===== src/pkg/brc_regs.svh =====
`ifndef BRC_REGS_SVH
`define BRC_REGS_SVH
`define BRC_OPT_NRZI_INT 8'h28
`define BRC_OPT_MAN_EXT 8'h36
`define BRC_DIV_X1 8'h01
`define BRC_DIV_RST 8'h01
`define BRC_OPT_RST 8'h00
`define BRC_FIFO_DEPTH 16
`endif


===== src/pkg/brc_pkg.sv =====
package brc_pkg;
  typedef enum logic [1:0] {
    BRC_FRAME_NRZ = 2'b00,
    BRC_FRAME_NRZI = 2'b01,
    BRC_FRAME_MAN = 2'b11
  } brc_frame_e;
  typedef logic [7:0] brc_div_t;
endpackage


===== src/pkg/brc_fifo_if.sv =====
`timescale 1ns/100ps
`default_nettype none
interface brc_fifo_if #(parameter int WIDTH = 1);
  logic [WIDTH-1:0] in_data;
  logic in_valid;
  logic in_ready;
  logic [WIDTH-1:0] out_data;
  logic out_valid;
  logic out_ready;
  modport fifo (input in_data, input in_valid, output in_ready,
    output out_data, output out_valid, input out_ready);
  modport user (output in_data, output in_valid, input in_ready,
    input out_data, input out_valid, output out_ready);
endinterface
`default_nettype wire


===== src/hdl/brc_fifo.sv =====
`timescale 1ns/100ps
`default_nettype none
module brc_fifo #(
  parameter int WIDTH = 1,
  parameter int DEPTH = 16
) (
  input wire logic core_clk,
  input wire logic rst_n,
  brc_fifo_if.fifo f
);
  localparam int AW = $clog2(DEPTH);
  logic [WIDTH-1:0] mem [DEPTH];
  logic [AW-1:0] wp, rp, next_wp, next_rp;
  logic [AW:0] cnt, next_cnt;
  logic push, pop;
  always_comb begin
    push = f.in_valid && f.in_ready;
    pop = f.out_valid && f.out_ready;
    next_wp = push ? ((wp == AW'(DEPTH - 1)) ? '0 : wp + 1'b1) : wp;
    next_rp = pop ? ((rp == AW'(DEPTH - 1)) ? '0 : rp + 1'b1) : rp;
    next_cnt = cnt + (AW+1)'(push) - (AW+1)'(pop);
  end
  always_ff @(posedge core_clk) begin
    if (!rst_n) begin
      wp <= '0;
      rp <= '0;
      cnt <= '0;
    end else begin
      wp <= next_wp;
      rp <= next_rp;
      cnt <= next_cnt;
    end
  end
  always_ff @(posedge core_clk) begin
    if (push) begin
      mem[wp] <= f.in_data;
    end
  end
  assign f.in_ready = (cnt != (AW+1)'(DEPTH));
  assign f.out_valid = (cnt != '0);
  assign f.out_data = mem[rp];
endmodule
`default_nettype wire


===== src/hdl/brc_top.sv =====
// Functional notes
// - Option 0x28: phase loop on, NRZI framing, internal source zero selected.
// - Option 0x36: phase loop on, Manchester framing, external clock selected.
// - Receive divisor 0x01 selects times-one mode only when external clock is selected: external clock used directly for rx ticks.
// - Divisors are eight bits wide; largest accepted value is 255.
// - N-times external mode: bit rate is external rate over divisor plus one.
// - NRZI: invert line for zero, hold for one, at cell start.
// - Manchester: mid-cell fall for one, mid-cell rise for zero.
`timescale 1ns/100ps
`default_nettype none
`include "brc_regs.svh"
module brc_top #(
  parameter int DIV_W = 8,
  parameter int FIFO_DEPTH = `BRC_FIFO_DEPTH
) (
  input wire logic core_clk,
  input wire logic rst_n,
  input wire logic [7:0] rx_clock_option_setting,
  input wire brc_pkg::brc_div_t rx_rate_divisor,
  input wire brc_pkg::brc_div_t tx_rx_rate_divisor,
  input wire logic internal_source_zero,
  input wire logic ext_clk,
  input wire logic rx_line,
  input wire logic tx_bit,
  input wire logic tx_valid,
  output logic tx_ready,
  output logic tx_line,
  output logic rx_tick,
  output logic tx_tick,
  output logic pll_enable,
  output var brc_pkg::brc_frame_e frame_mode,
  output logic ext_selected,
  output logic x1_mode,
  output logic rx_bit,
  output logic rx_bit_valid
);
  import brc_pkg::*;
  // Three-stage sampling of off-domain pins
  logic [2:0] ext_s, rxl_s;
  logic ext_lvl, rxl_lvl, ext_prev;
  always_ff @(posedge core_clk) begin
    if (!rst_n) begin
      ext_s <= '0;
      // Line idles high; no false level change after reset
      rxl_s <= '1;
      ext_lvl <= 1'b0;
      rxl_lvl <= 1'b1;
      ext_prev <= 1'b0;
    end else begin
      ext_s <= {ext_s[1:0], ext_clk};
      rxl_s <= {rxl_s[1:0], rx_line};
      if (ext_s[1] == ext_s[2]) begin
        ext_lvl <= ext_s[2];
      end
      if (rxl_s[1] == rxl_s[2]) begin
        rxl_lvl <= rxl_s[2];
      end
      ext_prev <= ext_lvl;
    end
  end
  logic ext_rise;
  assign ext_rise = ext_lvl && !ext_prev;
  // Option decode
  logic next_pll, next_ext, next_x1;
  brc_frame_e next_frame;
  always_comb begin
    next_pll = 1'b0;
    next_ext = 1'b0;
    next_frame = BRC_FRAME_NRZ;
    if (rx_clock_option_setting == `BRC_OPT_NRZI_INT) begin
      next_pll = 1'b1;
      next_frame = BRC_FRAME_NRZI;
      next_ext = 1'b0;
    end else if (rx_clock_option_setting == `BRC_OPT_MAN_EXT) begin
      next_pll = 1'b1;
      next_frame = BRC_FRAME_MAN;
      next_ext = 1'b1;
    end
    next_x1 = next_ext && (rx_rate_divisor == `BRC_DIV_X1);
  end
  always_ff @(posedge core_clk) begin
    if (!rst_n) begin
      pll_enable <= 1'b0;
      ext_selected <= 1'b0;
      frame_mode <= BRC_FRAME_NRZ;
      x1_mode <= 1'b0;
    end else begin
      pll_enable <= next_pll;
      ext_selected <= next_ext;
      frame_mode <= next_frame;
      x1_mode <= next_x1;
    end
  end
  // Source strobe and divisor counters
  logic src_en, int_prev;
  always_ff @(posedge core_clk) begin
    if (!rst_n) begin
      int_prev <= 1'b0;
    end else begin
      int_prev <= internal_source_zero;
    end
  end
  assign src_en = ext_selected ? ext_rise : (internal_source_zero && !int_prev);
  logic [DIV_W-1:0] rx_cnt, tx_cnt, next_rx_cnt, next_tx_cnt;
  logic next_rx_tick, next_tx_tick;
  always_comb begin
    next_rx_cnt = rx_cnt;
    next_tx_cnt = tx_cnt;
    next_rx_tick = 1'b0;
    next_tx_tick = 1'b0;
    if (src_en) begin
      if (x1_mode) begin
        next_rx_tick = 1'b1;
      end else if (rx_cnt == '0) begin
        next_rx_cnt = DIV_W'(rx_rate_divisor);
        next_rx_tick = 1'b1;
      end else begin
        next_rx_cnt = rx_cnt - 1'b1;
      end
      if (tx_cnt == '0) begin
        next_tx_cnt = DIV_W'(tx_rx_rate_divisor);
        next_tx_tick = 1'b1;
      end else begin
        next_tx_cnt = tx_cnt - 1'b1;
      end
    end
  end
  always_ff @(posedge core_clk) begin
    if (!rst_n) begin
      rx_cnt <= '0;
      tx_cnt <= '0;
      rx_tick <= 1'b0;
      tx_tick <= 1'b0;
    end else begin
      rx_cnt <= next_rx_cnt;
      tx_cnt <= next_tx_cnt;
      rx_tick <= next_rx_tick;
      tx_tick <= next_tx_tick;
    end
  end
  // Transmit bit buffer
  brc_fifo_if #(.WIDTH(1)) fq ();
  brc_fifo #(.WIDTH(1), .DEPTH(FIFO_DEPTH)) u_fifo (
    .core_clk(core_clk),
    .rst_n(rst_n),
    .f(fq.fifo)
  );
  logic half, next_half, cur_bit, next_cur_bit, next_tx_line;
  always_comb begin
    fq.in_data = tx_bit;
    fq.in_valid = tx_valid;
    fq.out_ready = tx_tick && !half;
    next_half = half;
    next_cur_bit = cur_bit;
    next_tx_line = tx_line;
    if (tx_tick) begin
      if (!half) begin
        // Idle cells send ones
        next_cur_bit = fq.out_valid ? fq.out_data : 1'b1;
        unique case (frame_mode)
          BRC_FRAME_NRZI: next_tx_line = next_cur_bit ? tx_line : !tx_line;
          BRC_FRAME_MAN: next_tx_line = next_cur_bit;
          default: next_tx_line = next_cur_bit;
        endcase
        next_half = (frame_mode == BRC_FRAME_MAN);
      end else begin
        next_tx_line = !cur_bit;
        next_half = 1'b0;
      end
    end
  end
  always_ff @(posedge core_clk) begin
    if (!rst_n) begin
      half <= 1'b0;
      cur_bit <= 1'b1;
      tx_line <= 1'b1;
      tx_ready <= 1'b0;
    end else begin
      half <= next_half;
      cur_bit <= next_cur_bit;
      tx_line <= next_tx_line;
      tx_ready <= fq.in_ready;
    end
  end
  // Receive decode, sampled on rx ticks
  logic rx_prev, rx_half, next_rx_prev, next_rx_half, next_rx_bit, next_rx_bv;
  always_comb begin
    next_rx_prev = rx_prev;
    next_rx_half = rx_half;
    next_rx_bit = rx_bit;
    next_rx_bv = 1'b0;
    if (rx_tick) begin
      next_rx_prev = rxl_lvl;
      unique case (frame_mode)
        BRC_FRAME_NRZI: begin
          next_rx_bit = (rxl_lvl == rx_prev);
          next_rx_bv = 1'b1;
        end
        BRC_FRAME_MAN: begin
          next_rx_half = !rx_half;
          if (rx_half) begin
            next_rx_bit = rx_prev && !rxl_lvl;
            next_rx_bv = 1'b1;
          end
        end
        default: begin
          next_rx_bit = rxl_lvl;
          next_rx_bv = 1'b1;
        end
      endcase
    end
  end
  always_ff @(posedge core_clk) begin
    if (!rst_n) begin
      rx_prev <= 1'b1;
      rx_half <= 1'b0;
      rx_bit <= 1'b0;
      rx_bit_valid <= 1'b0;
    end else begin
      rx_prev <= next_rx_prev;
      rx_half <= next_rx_half;
      rx_bit <= next_rx_bit;
      rx_bit_valid <= next_rx_bv;
    end
  end
endmodule
`default_nettype wire


===== config.mk =====
export PLATFORM = sky130hd
export DESIGN_NAME = brc_top
export DESIGN_NICKNAME = d
export VERILOG_FILES = /design/src/pkg/brc_pkg.sv /design/src/pkg/brc_fifo_if.sv /design/src/hdl/brc_fifo.sv /design/src/hdl/brc_top.sv
export VERILOG_INCLUDE_DIRS = /design/src /design/src/pkg
export SDC_FILE = /design/constraint.sdc
export NUM_CORES = 1
export LEC_CHECK = 0
export BUFFER_PORTS_ARGS = -buffer_cell sky130_fd_sc_hd__buf_2
export CELL_PAD_IN_SITES_DETAIL_PLACEMENT = 0
export CELL_PAD_IN_SITES_GLOBAL_PLACEMENT = 1
export CORE_UTILIZATION = 35
export DETAILED_ROUTE_END_ITERATION = 10
export PLACE_DENSITY = 0.69
export REMOVE_ABC_BUFFERS = 1
export SETUP_SLACK_MARGIN = 0.15
export SKIP_CTS_REPAIR_TIMING = 1
export SLEW_MARGIN = 0
export SYNTH_ARGS = -nofsm -noshare
export SYNTH_HDL_FRONTEND = slang
export SYNTH_SLANG_ARGS = --single-unit

===== constraint.sdc =====
create_clock -name core_clk -period 3.1 [get_ports core_clk]
set_input_delay 0.62 -clock core_clk [delete_from_list [all_inputs] [get_ports core_clk]]
set_output_delay 0.62 -clock core_clk [all_outputs]
set_load 0.03 [all_outputs]

==> Word-level counts from Yosys, hierarchy flattened <==
Memory sizes are Yosys's and may differ from the RTL's. A register that Yosys moved wholly into a read port is not among the register bits.
Index checks and enable logic that the tools add are counted.
{ "word_totals": {"ff_bits": 54, "mem_bits_rw": 16, "elab_cells": 100, "n_memories": 1} }
{ "mem_list": {"columns": ["memory", "depth", "width", "rd", "rd_clocked_by_memory_dff", "wr", "line", "text"], "rows": [
  ["u_fifo.mem", 16, 1, 1, 1, 1, "brc_fifo.sv:12", "logic [WIDTH-1:0] mem [DEPTH];"]
]} }
{ "op_classes": {"add_sub_neg": 6, "eq_ne": 13, "mux": 26, "n_bitwise": 3, "reduce_logical": 25} }
{ "op_table": {"columns": ["operator", "n"], "rows": [
  ["1-bit two-way mux", 18],
  ["8-bit by 6-bit == test with 1-bit output, second input constant", 2],
  ["8-bit zero test", 2],
  ["4-bit two-way mux", 4],
  ["8-bit two-way mux", 2],
  ["8-bit by 1-bit subtractor with 8-bit output, second input constant", 2],
  ["2-bit AND reduction", 7],
  ["4-bit by 1-bit adder with 4-bit output, second input constant", 2],
  ["4-bit == test, second input constant", 2],
  ["8-bit by 1-bit == test with 1-bit output, second input constant", 1],
  ["1-bit logical AND", 7],
  ["1-bit zero test", 7],
  ["5-bit by 1-bit adder with 5-bit output", 1],
  ["5-bit != test, second input constant", 1],
  ["5-bit nonzero test", 1],
  ["5-bit by 1-bit subtractor with 5-bit output", 1],
  ["1-bit == test", 3],
  ["3-bit != test, second input constant", 1],
  ["1-bit inverter", 3],
  ["2-bit by 1-bit == test with 1-bit output, second input constant", 1],
  ["2-bit == test, second input constant", 1],
  ["2-bit two-way mux", 1],
  ["2-bit != test, second input constant", 1],
  ["1-bit one-hot mux with 2 select lines", 1],
  ["2-bit OR reduction", 1]
]} }

==> Logic depth before layout (Yosys ltp) <==
Gate-level depths: netlist of run 1.
{ "logic_depth": {"ltp_word": 5, "depth_mapped": 12, "ltp_nobuf": 11} }

==> Hierarchy <==
A second synthesis of run 1 with hierarchy kept.
{ "hier_totals": {"hier_cells": 355, "area_unflattened_um2": 3570.9} }
{ "by_module_without_submodules": {"columns": ["module", "instances", "cells_per_inst", "area_each_um2"], "rows": [
  ["brc_top", 1, 218, 1978.1],
  ["brc_fifo", 1, 137, 1592.8]
]} }

==> Least setup slack after synthesis of run 1 <==
No wires, ideal clock.
{ "synth_path": {"kind": "flip-flop to flip-flop", "from": "register u_fifo.cnt[3]", "to": "register u_fifo.cnt[4]", "arrival_ps": 2710, "required_ps": 3029, "slack_ps": 319, "path_stages_with_launch": 13, "n_path_buf": 1, "synth_period_minus_slack_ps": 2781, "path_cell_list": "dfxtp_1 -> inv_1 -> ha_1 -> or4b_2 -> clkbuf_1 -> nand3_1 -> o21ai_0 -> ha_1 -> fa_1 -> a21oi_1 -> nor2_1 -> or3_1 -> a21oi_1"} }
{ "synth_via": {"elab_chain_len": 4, "elab_cells_between_ends": 6, "classes_between": "add/sub (2); eq/ne (1); reduce/logical (3)"} }
{ "synth_rtl": {"columns": ["item", "line", "text"], "rows": [
  ["from (decl)", "brc_fifo.sv:14", "logic [AW:0] cnt, next_cnt;"],
  ["from (signal assigned)", "brc_fifo.sv:31", "cnt <= next_cnt;"],
  ["5-bit != test", "brc_fifo.sv:39", "assign f.in_ready = (cnt != (AW+1)'(DEPTH));"],
  ["1-bit logical AND", "brc_fifo.sv:17", "push = f.in_valid && f.in_ready;"],
  ["5-bit by 1-bit adder with 5-bit output", "brc_fifo.sv:21", "next_cnt = cnt + (AW+1)'(push) - (AW+1)'(pop);"],
  ["5-bit by 1-bit subtractor with 5-bit output *", "brc_fifo.sv:21", null]
]} }
Every way passes the cells marked *; elsewhere a longest branch is shown, timed or not.
A chain may end at the register's enable or synchronous reset.

==> Worst setup path in the final report of run 1 <==
{ "layout_path": {"from": "register u_fifo.cnt[2]", "to": "register u_fifo.cnt[4]"} }
The elaborated chain is that of the path after synthesis.

==> results.toml, run 1 <==
[synthesis]
yosysTopAreaCellShare_pct = 33.5
ys_types = 59
seq_area_frac_synth_pct = 47.6
synthAdderAreaFrac_pct = 6.10
synth_commonest_cells = "dfxtp_1, nor2_1, a21oi_1"
synthArstFlopShare_pct = 0
ys_ff_latch = 73
ys.flop_type = "dfxtp_1"
synth_edf_count = 16
synth_xor_area_share_pct = 1.54
synth_top_area_cell = "dfxtp_1"
synth_area_leaders = "dfxtp_1, edfxtp_1, ha_1, nor2_1, a21oi_1"
synth_area_per_cell_sq_um = 9.48
synthSimpleGateAreaFrac_pct = 22.4
synth_area_sq_mm = 0.00340
synth_compound_area_share_pct = 13.8
synth_top_family_by_area = "simple AND/OR/NAND/NOR gates"
synthMuxAreaShare_pct = 4.96
syn_inst = 359
synth_warnings = 0
yosysMostFrequentCell = "dfxtp_1"

[final_layout]
syn_to_final_growth_pct = 15.9
antennaDiodeCount = 0
nets = 446
final_cell_count_no_fill = 533
nFillCells = 938
drive_gt1_share_pct = 18.8
fin_util_pct = 42.3

[placement]
place_congestion = 0.777
dpl.cell_count = 517
post-place-ws_ns = 0.136
port-buffer-count = 41
dp_hpwl_um = 4930

[grt]
track_usage_pct = 14.6
grt_overflow_total = 0
grt_max_degree = 31
grt_pass1_wl_um = 11600
antenna_found_initial = 0
grt_pass1_vias = 2458

[worst_setup_path]
end_kind = "register"
reg2reg_setup_slack_ns = 0.37
cp-start-kind = "register"
cp.arrival_ns = 3.00
critPathKind = "register to register"
cp_max_fo = 6
reg2reg_to = "u_fifo.cnt[4]$_SDFF_PN0_"
reg2reg_depth = 11
critPathRequiredTime_ns = 3.37
crit-reg2reg-launch = "u_fifo.cnt[2]$_SDFF_PN0_"

[die]
die_h_um = 101
design.die.area_sq_mm = 0.0101
dieWidth_um = 101
rows = 35
initial_utilization_pct = 36.5
coreArea_sq_mm = 0.00933
pin_count = 42

[timing]
fmax_ghz = 0.366
rsz0062_at_grt = "false"
fin_worst_skew_ns = 0.00759
hold_viol_final = 0
worst_slack_ns = 0.371
period_needed_ns = 2.73
holdWs_ns = 0.422
maxSlewHeadroom_pct = 47.0
setup-violations-final = 0
fin_crit_sh_pct = 88.0
tightest_slew_ns = 0.793
drv_slew = 0
final.setup.tns_ns = 0

[clocking]
clkTransAtPathRegs_ns = 0.08
htree_levels = 3
clk_latency_ns = 0.34
clock_path_buffers = 2
cts_num_sinks = 73
cts_buffers = 9
root_buffer = "clkbuf_8"
cts_tree = "yes"

[power_and_ir_drop]
powerDensity_mw_per_mm2 = 689
p_leak_nw = 1.52
vdd_ir_drop_max_v = 0.000351

[route]
wire_per_inst_um = 12.7
vias_per_cell = 4.88
drc = 0
routed_wirelength_um = 6760
vias = 2602
ant_nets = 0
dr.pass1.iters = 4
drtIter0Drc = 65

[worst_hold_path]
hold_depth = 1
hold_class = "register to register"
hp-start = "rxl_s[0]$_SDFF_PN1_"
min_to = "rxl_s[1]$_SDFF_PN1_"

[run]
drv_cap = 0

[run_status]
status = "finished clean"
## critical path: stages (launching register included)
cell and delay (ns):
dfxtp_1 0.32, inv_1 0.08, ha_1 0.16, or4b_4 0.51, nand3_2 0.13, o21ai_0 0.10, ha_1 0.24, fa_1 0.41
a21oi_1 0.16, nor2_1 0.06, or3_1 0.34, a21oi_1 0.15
## stage by stage
stage               instance area (sq um)  total power, mW
floorplan                            3340             1.80
global placement                     3730             1.99
detailed placement                   3730             2.00
CTS                                  3930             2.74
global route                         3950             2.92
finish                               3950             2.72
## layout make-up
cell class / count / area, sq um / area share [%]
multi-input combinational: 255 / 1680 / 42.5
sequential: 73 / 1620 / 41.1
timing repair buffer: 44 / 228 / 5.77
tap: 129 / 161 / 4.09
clock buffer: 10 / 129 / 3.27
clock inverter: 6 / 68.8 / 1.74
inverter: 16 / 60.1 / 1.52
## per-layer routing
metal	track usage (%)	vias to the layer above	part of all wire (%)
met1	19.1	1198	48
met4	5.02	0	0.75
met5	0	-	0
met2	23.3	40	48
li1	-	1360	-
met3	3.95	4	3.3
## power by group
| group | internal (mW) | switching, mW | total, mW |
|---|---|---|---|
| Combinational | 0.362 | 0.452 | 0.815 |
| Clock | 0.377 | 0.352 | 0.729 |
| Sequential | 1.07 | 0.101 | 1.17 |
## layout by cell type, fill, tap and decap left out, types with 9 or more instances in the layout
cell type / n
a21oi_1: 26
ha_1: 15
edfxtp_1: 16
nand2_1: 24
inv_1: 16
nor3_1: 10
mux2i_1: 9
dfxtp_1: 57
buf_2: 41
nor2_1: 50
o21ai_0: 13
clkbuf_8: 9
## state kept, by name (all words and copies together) (netlist names), 3 cells and up, named ones only
name,cells
ext_s,3
rx_cnt,8
rxl_s,3
tx_cnt,8
u_fifo.cnt,5
u_fifo.mem,16
u_fifo.rp,4
u_fifo.wp,4
## worst max-delay path by stage
| stage | startpoint | to | slack [ns] |
|---|---|---|---|
| detailed placement | u_fifo.cnt[2]$_SDFF_PN0_ | u_fifo.cnt[4]$_SDFF_PN0_ | 0.14 |
| finish | u_fifo.cnt[2]$_SDFF_PN0_ | u_fifo.cnt[4]$_SDFF_PN0_ | 0.37 |
| global route | u_fifo.cnt[2]$_SDFF_PN0_ | u_fifo.cnt[4]$_SDFF_PN0_ | 0.16 |
| global placement | u_fifo.cnt[3]$_SDFF_PN0_ | u_fifo.cnt[4]$_SDFF_PN0_ | 0.24 |
| CTS | u_fifo.cnt[2]$_SDFF_PN0_ | u_fifo.cnt[4]$_SDFF_PN0_ | 0.11 |
| floorplan | u_fifo.cnt[3]$_SDFF_PN0_ | u_fifo.cnt[4]$_SDFF_PN0_ | 0.35 |
## cell families after synthesis
kind of cell	Yosys count
AO/OA/AOI/OAI	74
XOR/XNOR	6
adder cells (fa/ha/maj)	16
buffers and inverters	31
flip-flops	73
multiplexers	14
AND/OR/NAND/NOR	145
Note: power is estimated with default switching activity, not from simulation.
==> run 2, diff against run 1 <==
--- a/config.mk
+++ b/config.mk
@@ -6,12 +6,13 @@
 export SDC_FILE = /design/constraint.sdc
 export NUM_CORES = 1
 export LEC_CHECK = 0
+export ABC_AREA = 1
 export BUFFER_PORTS_ARGS = -buffer_cell sky130_fd_sc_hd__buf_2
 export CELL_PAD_IN_SITES_DETAIL_PLACEMENT = 0
 export CELL_PAD_IN_SITES_GLOBAL_PLACEMENT = 1
 export CORE_UTILIZATION = 35
 export DETAILED_ROUTE_END_ITERATION = 10
-export PLACE_DENSITY = 0.69
+export PLACE_DENSITY = 0.71
 export REMOVE_ABC_BUFFERS = 1
 export SETUP_SLACK_MARGIN = 0.15
 export SKIP_CTS_REPAIR_TIMING = 1
==> run 2 against run 1 <==
  * Core utilization is 0.18 points higher
  * Non-clock buffer count is 2 lower
  * Synthesized area is 1.6% higher
  * Register-to-register slack improved by 0.43 ns
  * Count of clock-buffer cells in the layout fell by 1
  * Power rose by 5.7%
  * Design area increased by 1.4%
  * Worst setup slack gained 0.43 ns
  * Fmax up 19%
  * Critical path depth up 3
==> results.toml, run 2 <==
[worst_setup_path]
cp-start-kind = "register"
critPathKind = "register to register"
cp.arrival_ns = 2.56
critPathRequiredTime_ns = 3.37
reg2reg_setup_slack_ns = 0.80
end_kind = "register"
cp_max_fo = 10

[route]
vias = 2823
drc = 0
vias_per_cell = 4.55
wire_per_inst_um = 11.0
top_layer_used = "met4"
met2_wirelength_um = 3020
drt-met1-wl_um = 3590
ant_nets = 0
dr_wl_met3_um = 167
routed_wirelength_um = 6840
dr.pass1.iters = 4
drtIter0Drc = 71

[placement]
dp_hpwl_um = 5110
dpl.cell_count = 604
place_congestion = 0.776
port-buffer-count = 41
post-place-ws_ns = 0.827

[synthesis]
yosysTopAreaCellShare_pct = 33.0
synth_area_per_cell_sq_um = 7.86
synthArstFlopShare_pct = 0
synth_commonest_cells = "nand2_1, inv_1, dfxtp_1"
synth_area_leaders = "dfxtp_1, edfxtp_1, nand2_1, inv_1, ha_1"
seq_area_frac_synth_pct = 46.9
synth_edf_count = 16
synth_warnings = 0
syn_inst = 440
ys.flop_type = "dfxtp_1"
ys_types = 39
synth_area_sq_mm = 0.00346
ys_ff_latch = 73
synth_top_area_cell = "dfxtp_1"
yosysMostFrequentCell = "nand2_1"

[grt]
grt_overflow_total = 0
track_usage_pct = 14.6
grt_pass1_wl_um = 11700
grt_pass1_vias = 2606
antenna_found_initial = 0
grt_max_degree = 25

[power_and_ir_drop]
clkPwrFrac_pct = 26.0
swShare_pct = 36.8
powerDensity_mw_per_mm2 = 719
combPwrFrac_pct = 33.1
p_sw_mw = 1.06
seq_power_share_pct = 40.9
vdd_ir_drop_max_v = 0.000277
p_leak_nw = 1.80
intPower_mw = 1.82

[die]
die_h_um = 101
design.die.area_sq_mm = 0.0103
initial_utilization_pct = 36.7
coreArea_sq_mm = 0.00942
pin_count = 42
dieWidth_um = 101
rows = 35

[clocking]
cts_buffers = 9
cts_tree = "yes"
clkTransAtPathRegs_ns = 0.09
htree_levels = 3
cts_num_sinks = 73
clock_path_buffers = 2
clk_latency_ns = 0.34
root_buffer = "clkbuf_8"

[timing]
fin_crit_sh_pct = 74.1
final.setup.tns_ns = 0
fmax_ghz = 0.435
rsz0062_at_grt = "false"
hold_viol_final = 0
drv_slew = 0
period_needed_ns = 2.30
worst_slack_ns = 0.803
tightest_slew_ns = 0.444
setup-violations-final = 0
fin_worst_skew_ns = 0.0152
maxSlewHeadroom_pct = 70.3

[worst_hold_path]
hold_class = "register to register"

[run_status]
status = "finished clean"

[run]
drv_cap = 0

[final_layout]
top_register = "u_fifo.mem"
final_common_cell = "nand2_1"
nets = 533
syn_to_final_growth_pct = 15.6
regArea_sq_mm = 0.00162
final_cell_count_no_fill = 620
largest_reg_flops = 16
multi_input_area_sq_mm = 0.00153
antennaDiodeCount = 0
nFillCells = 983
mostFrequentLayoutCells = "nand2_1, inv_1, dfxtp_1, nor2_1, buf_2"
drive_gt1_share_pct = 17.1
biggestRegsByFlops = "u_fifo.mem: 16 flops, rx_cnt: 8 flops, tx_cnt: 8 flops"
[run 2: cell types whose count changed after synthesis, sizes merged, moves of 5 or more]
cell | before | now
nand2 | 24 | 97
inv | 16 | 74
o21ai | 13 | 30
nand3 | 9 | 21
clkbuf | 12 | 2
mux2i | 9 | 0
and2 | 8 | 0
nand2b | 8 | 0
nor3 | 10 | 4
o211ai | 1 | 6
o21a | 5 | 0
[run 2: cells by family after synthesis]
family	count (synthesis)	synth area share, %
AO/OA/AOI/OAI	78	13.1
XOR/XNOR	7	1.77
adder cells (fa/ha/maj)	16	6.00
buffers and inverters	81	9.04
flip-flops	73	46.9
AND/OR/NAND/NOR	185	23.3
[run 2: cell type report]
| cell class | count | share of cell area [%] |
|---|---|---|
| multi-input combinational | 286 | 38.1 |
| clock buffer | 9 | 3.10 |
| tap | 129 | 4.04 |
| inverter | 74 | 7.01 |
| sequential | 73 | 40.6 |
| timing repair buffer | 42 | 5.32 |
| clock inverter | 7 | 1.85 |
[run 2: per-stage QoR]
stage,hold WS [ns],power (mW),instance area [sq um],utilization [%]
3_5_place_dp,0.401,2.15,3800,40.4
4_1_cts,0.423,2.91,4000,42.5
2_1_floorplan,0.390,1.93,3430,-
3_3_place_gp,0.395,2.14,3800,40.4
5_1_grt,0.445,3.11,4000,42.5
6_report,0.421,2.87,4000,42.5
[run 2: worst paths after layout]
path,startpoint,end,cells after the start
worst max-delay path,u_fifo.cnt[3]$_SDFF_PN0_,u_fifo.cnt[4]$_SDFF_PN0_,14
worst min-delay path,rxl_s[0]$_SDFF_PN1_,rxl_s[1]$_SDFF_PN1_,1
worst max register to register,u_fifo.cnt[3]$_SDFF_PN0_,u_fifo.cnt[4]$_SDFF_PN0_,14
worst min register to register,rxl_s[0]$_SDFF_PN1_,rxl_s[1]$_SDFF_PN1_,1
[run 2: worst max-delay path, stage by stage, from the launching register on]
cell	delay [ns]
dfxtp_1	0.32
inv_1	0.07
ha_1	0.16
nand4_1	0.13
nand2_1	0.13
inv_2	0.09
nand2_1	0.14
nand2_1	0.08
ha_1	0.21
fa_1	0.42
nand2_1	0.09
a21oi_1	0.06
nor2_1	0.12
o21ai_0	0.09
a21oi_1	0.12
[run 2: power groups by stage]
stage	sequential (mW)	clock [mW]	combinational, mW
finish	1.18	0.748	0.950
CTS	1.18	0.776	0.959
detailed placement	1.20	0	0.955
global route	1.19	0.820	1.10
floorplan	1.20	0	0.729
global placement	1.20	0	0.944
[run 2: metal layers]
layer / GRT usage (%) / up-vias
met3: 3.38 / 6
met5: 0 / -
met2: 22.8 / 35
met1: 19.7 / 1252
met4: 5.02 / 0
li1: - / 1530
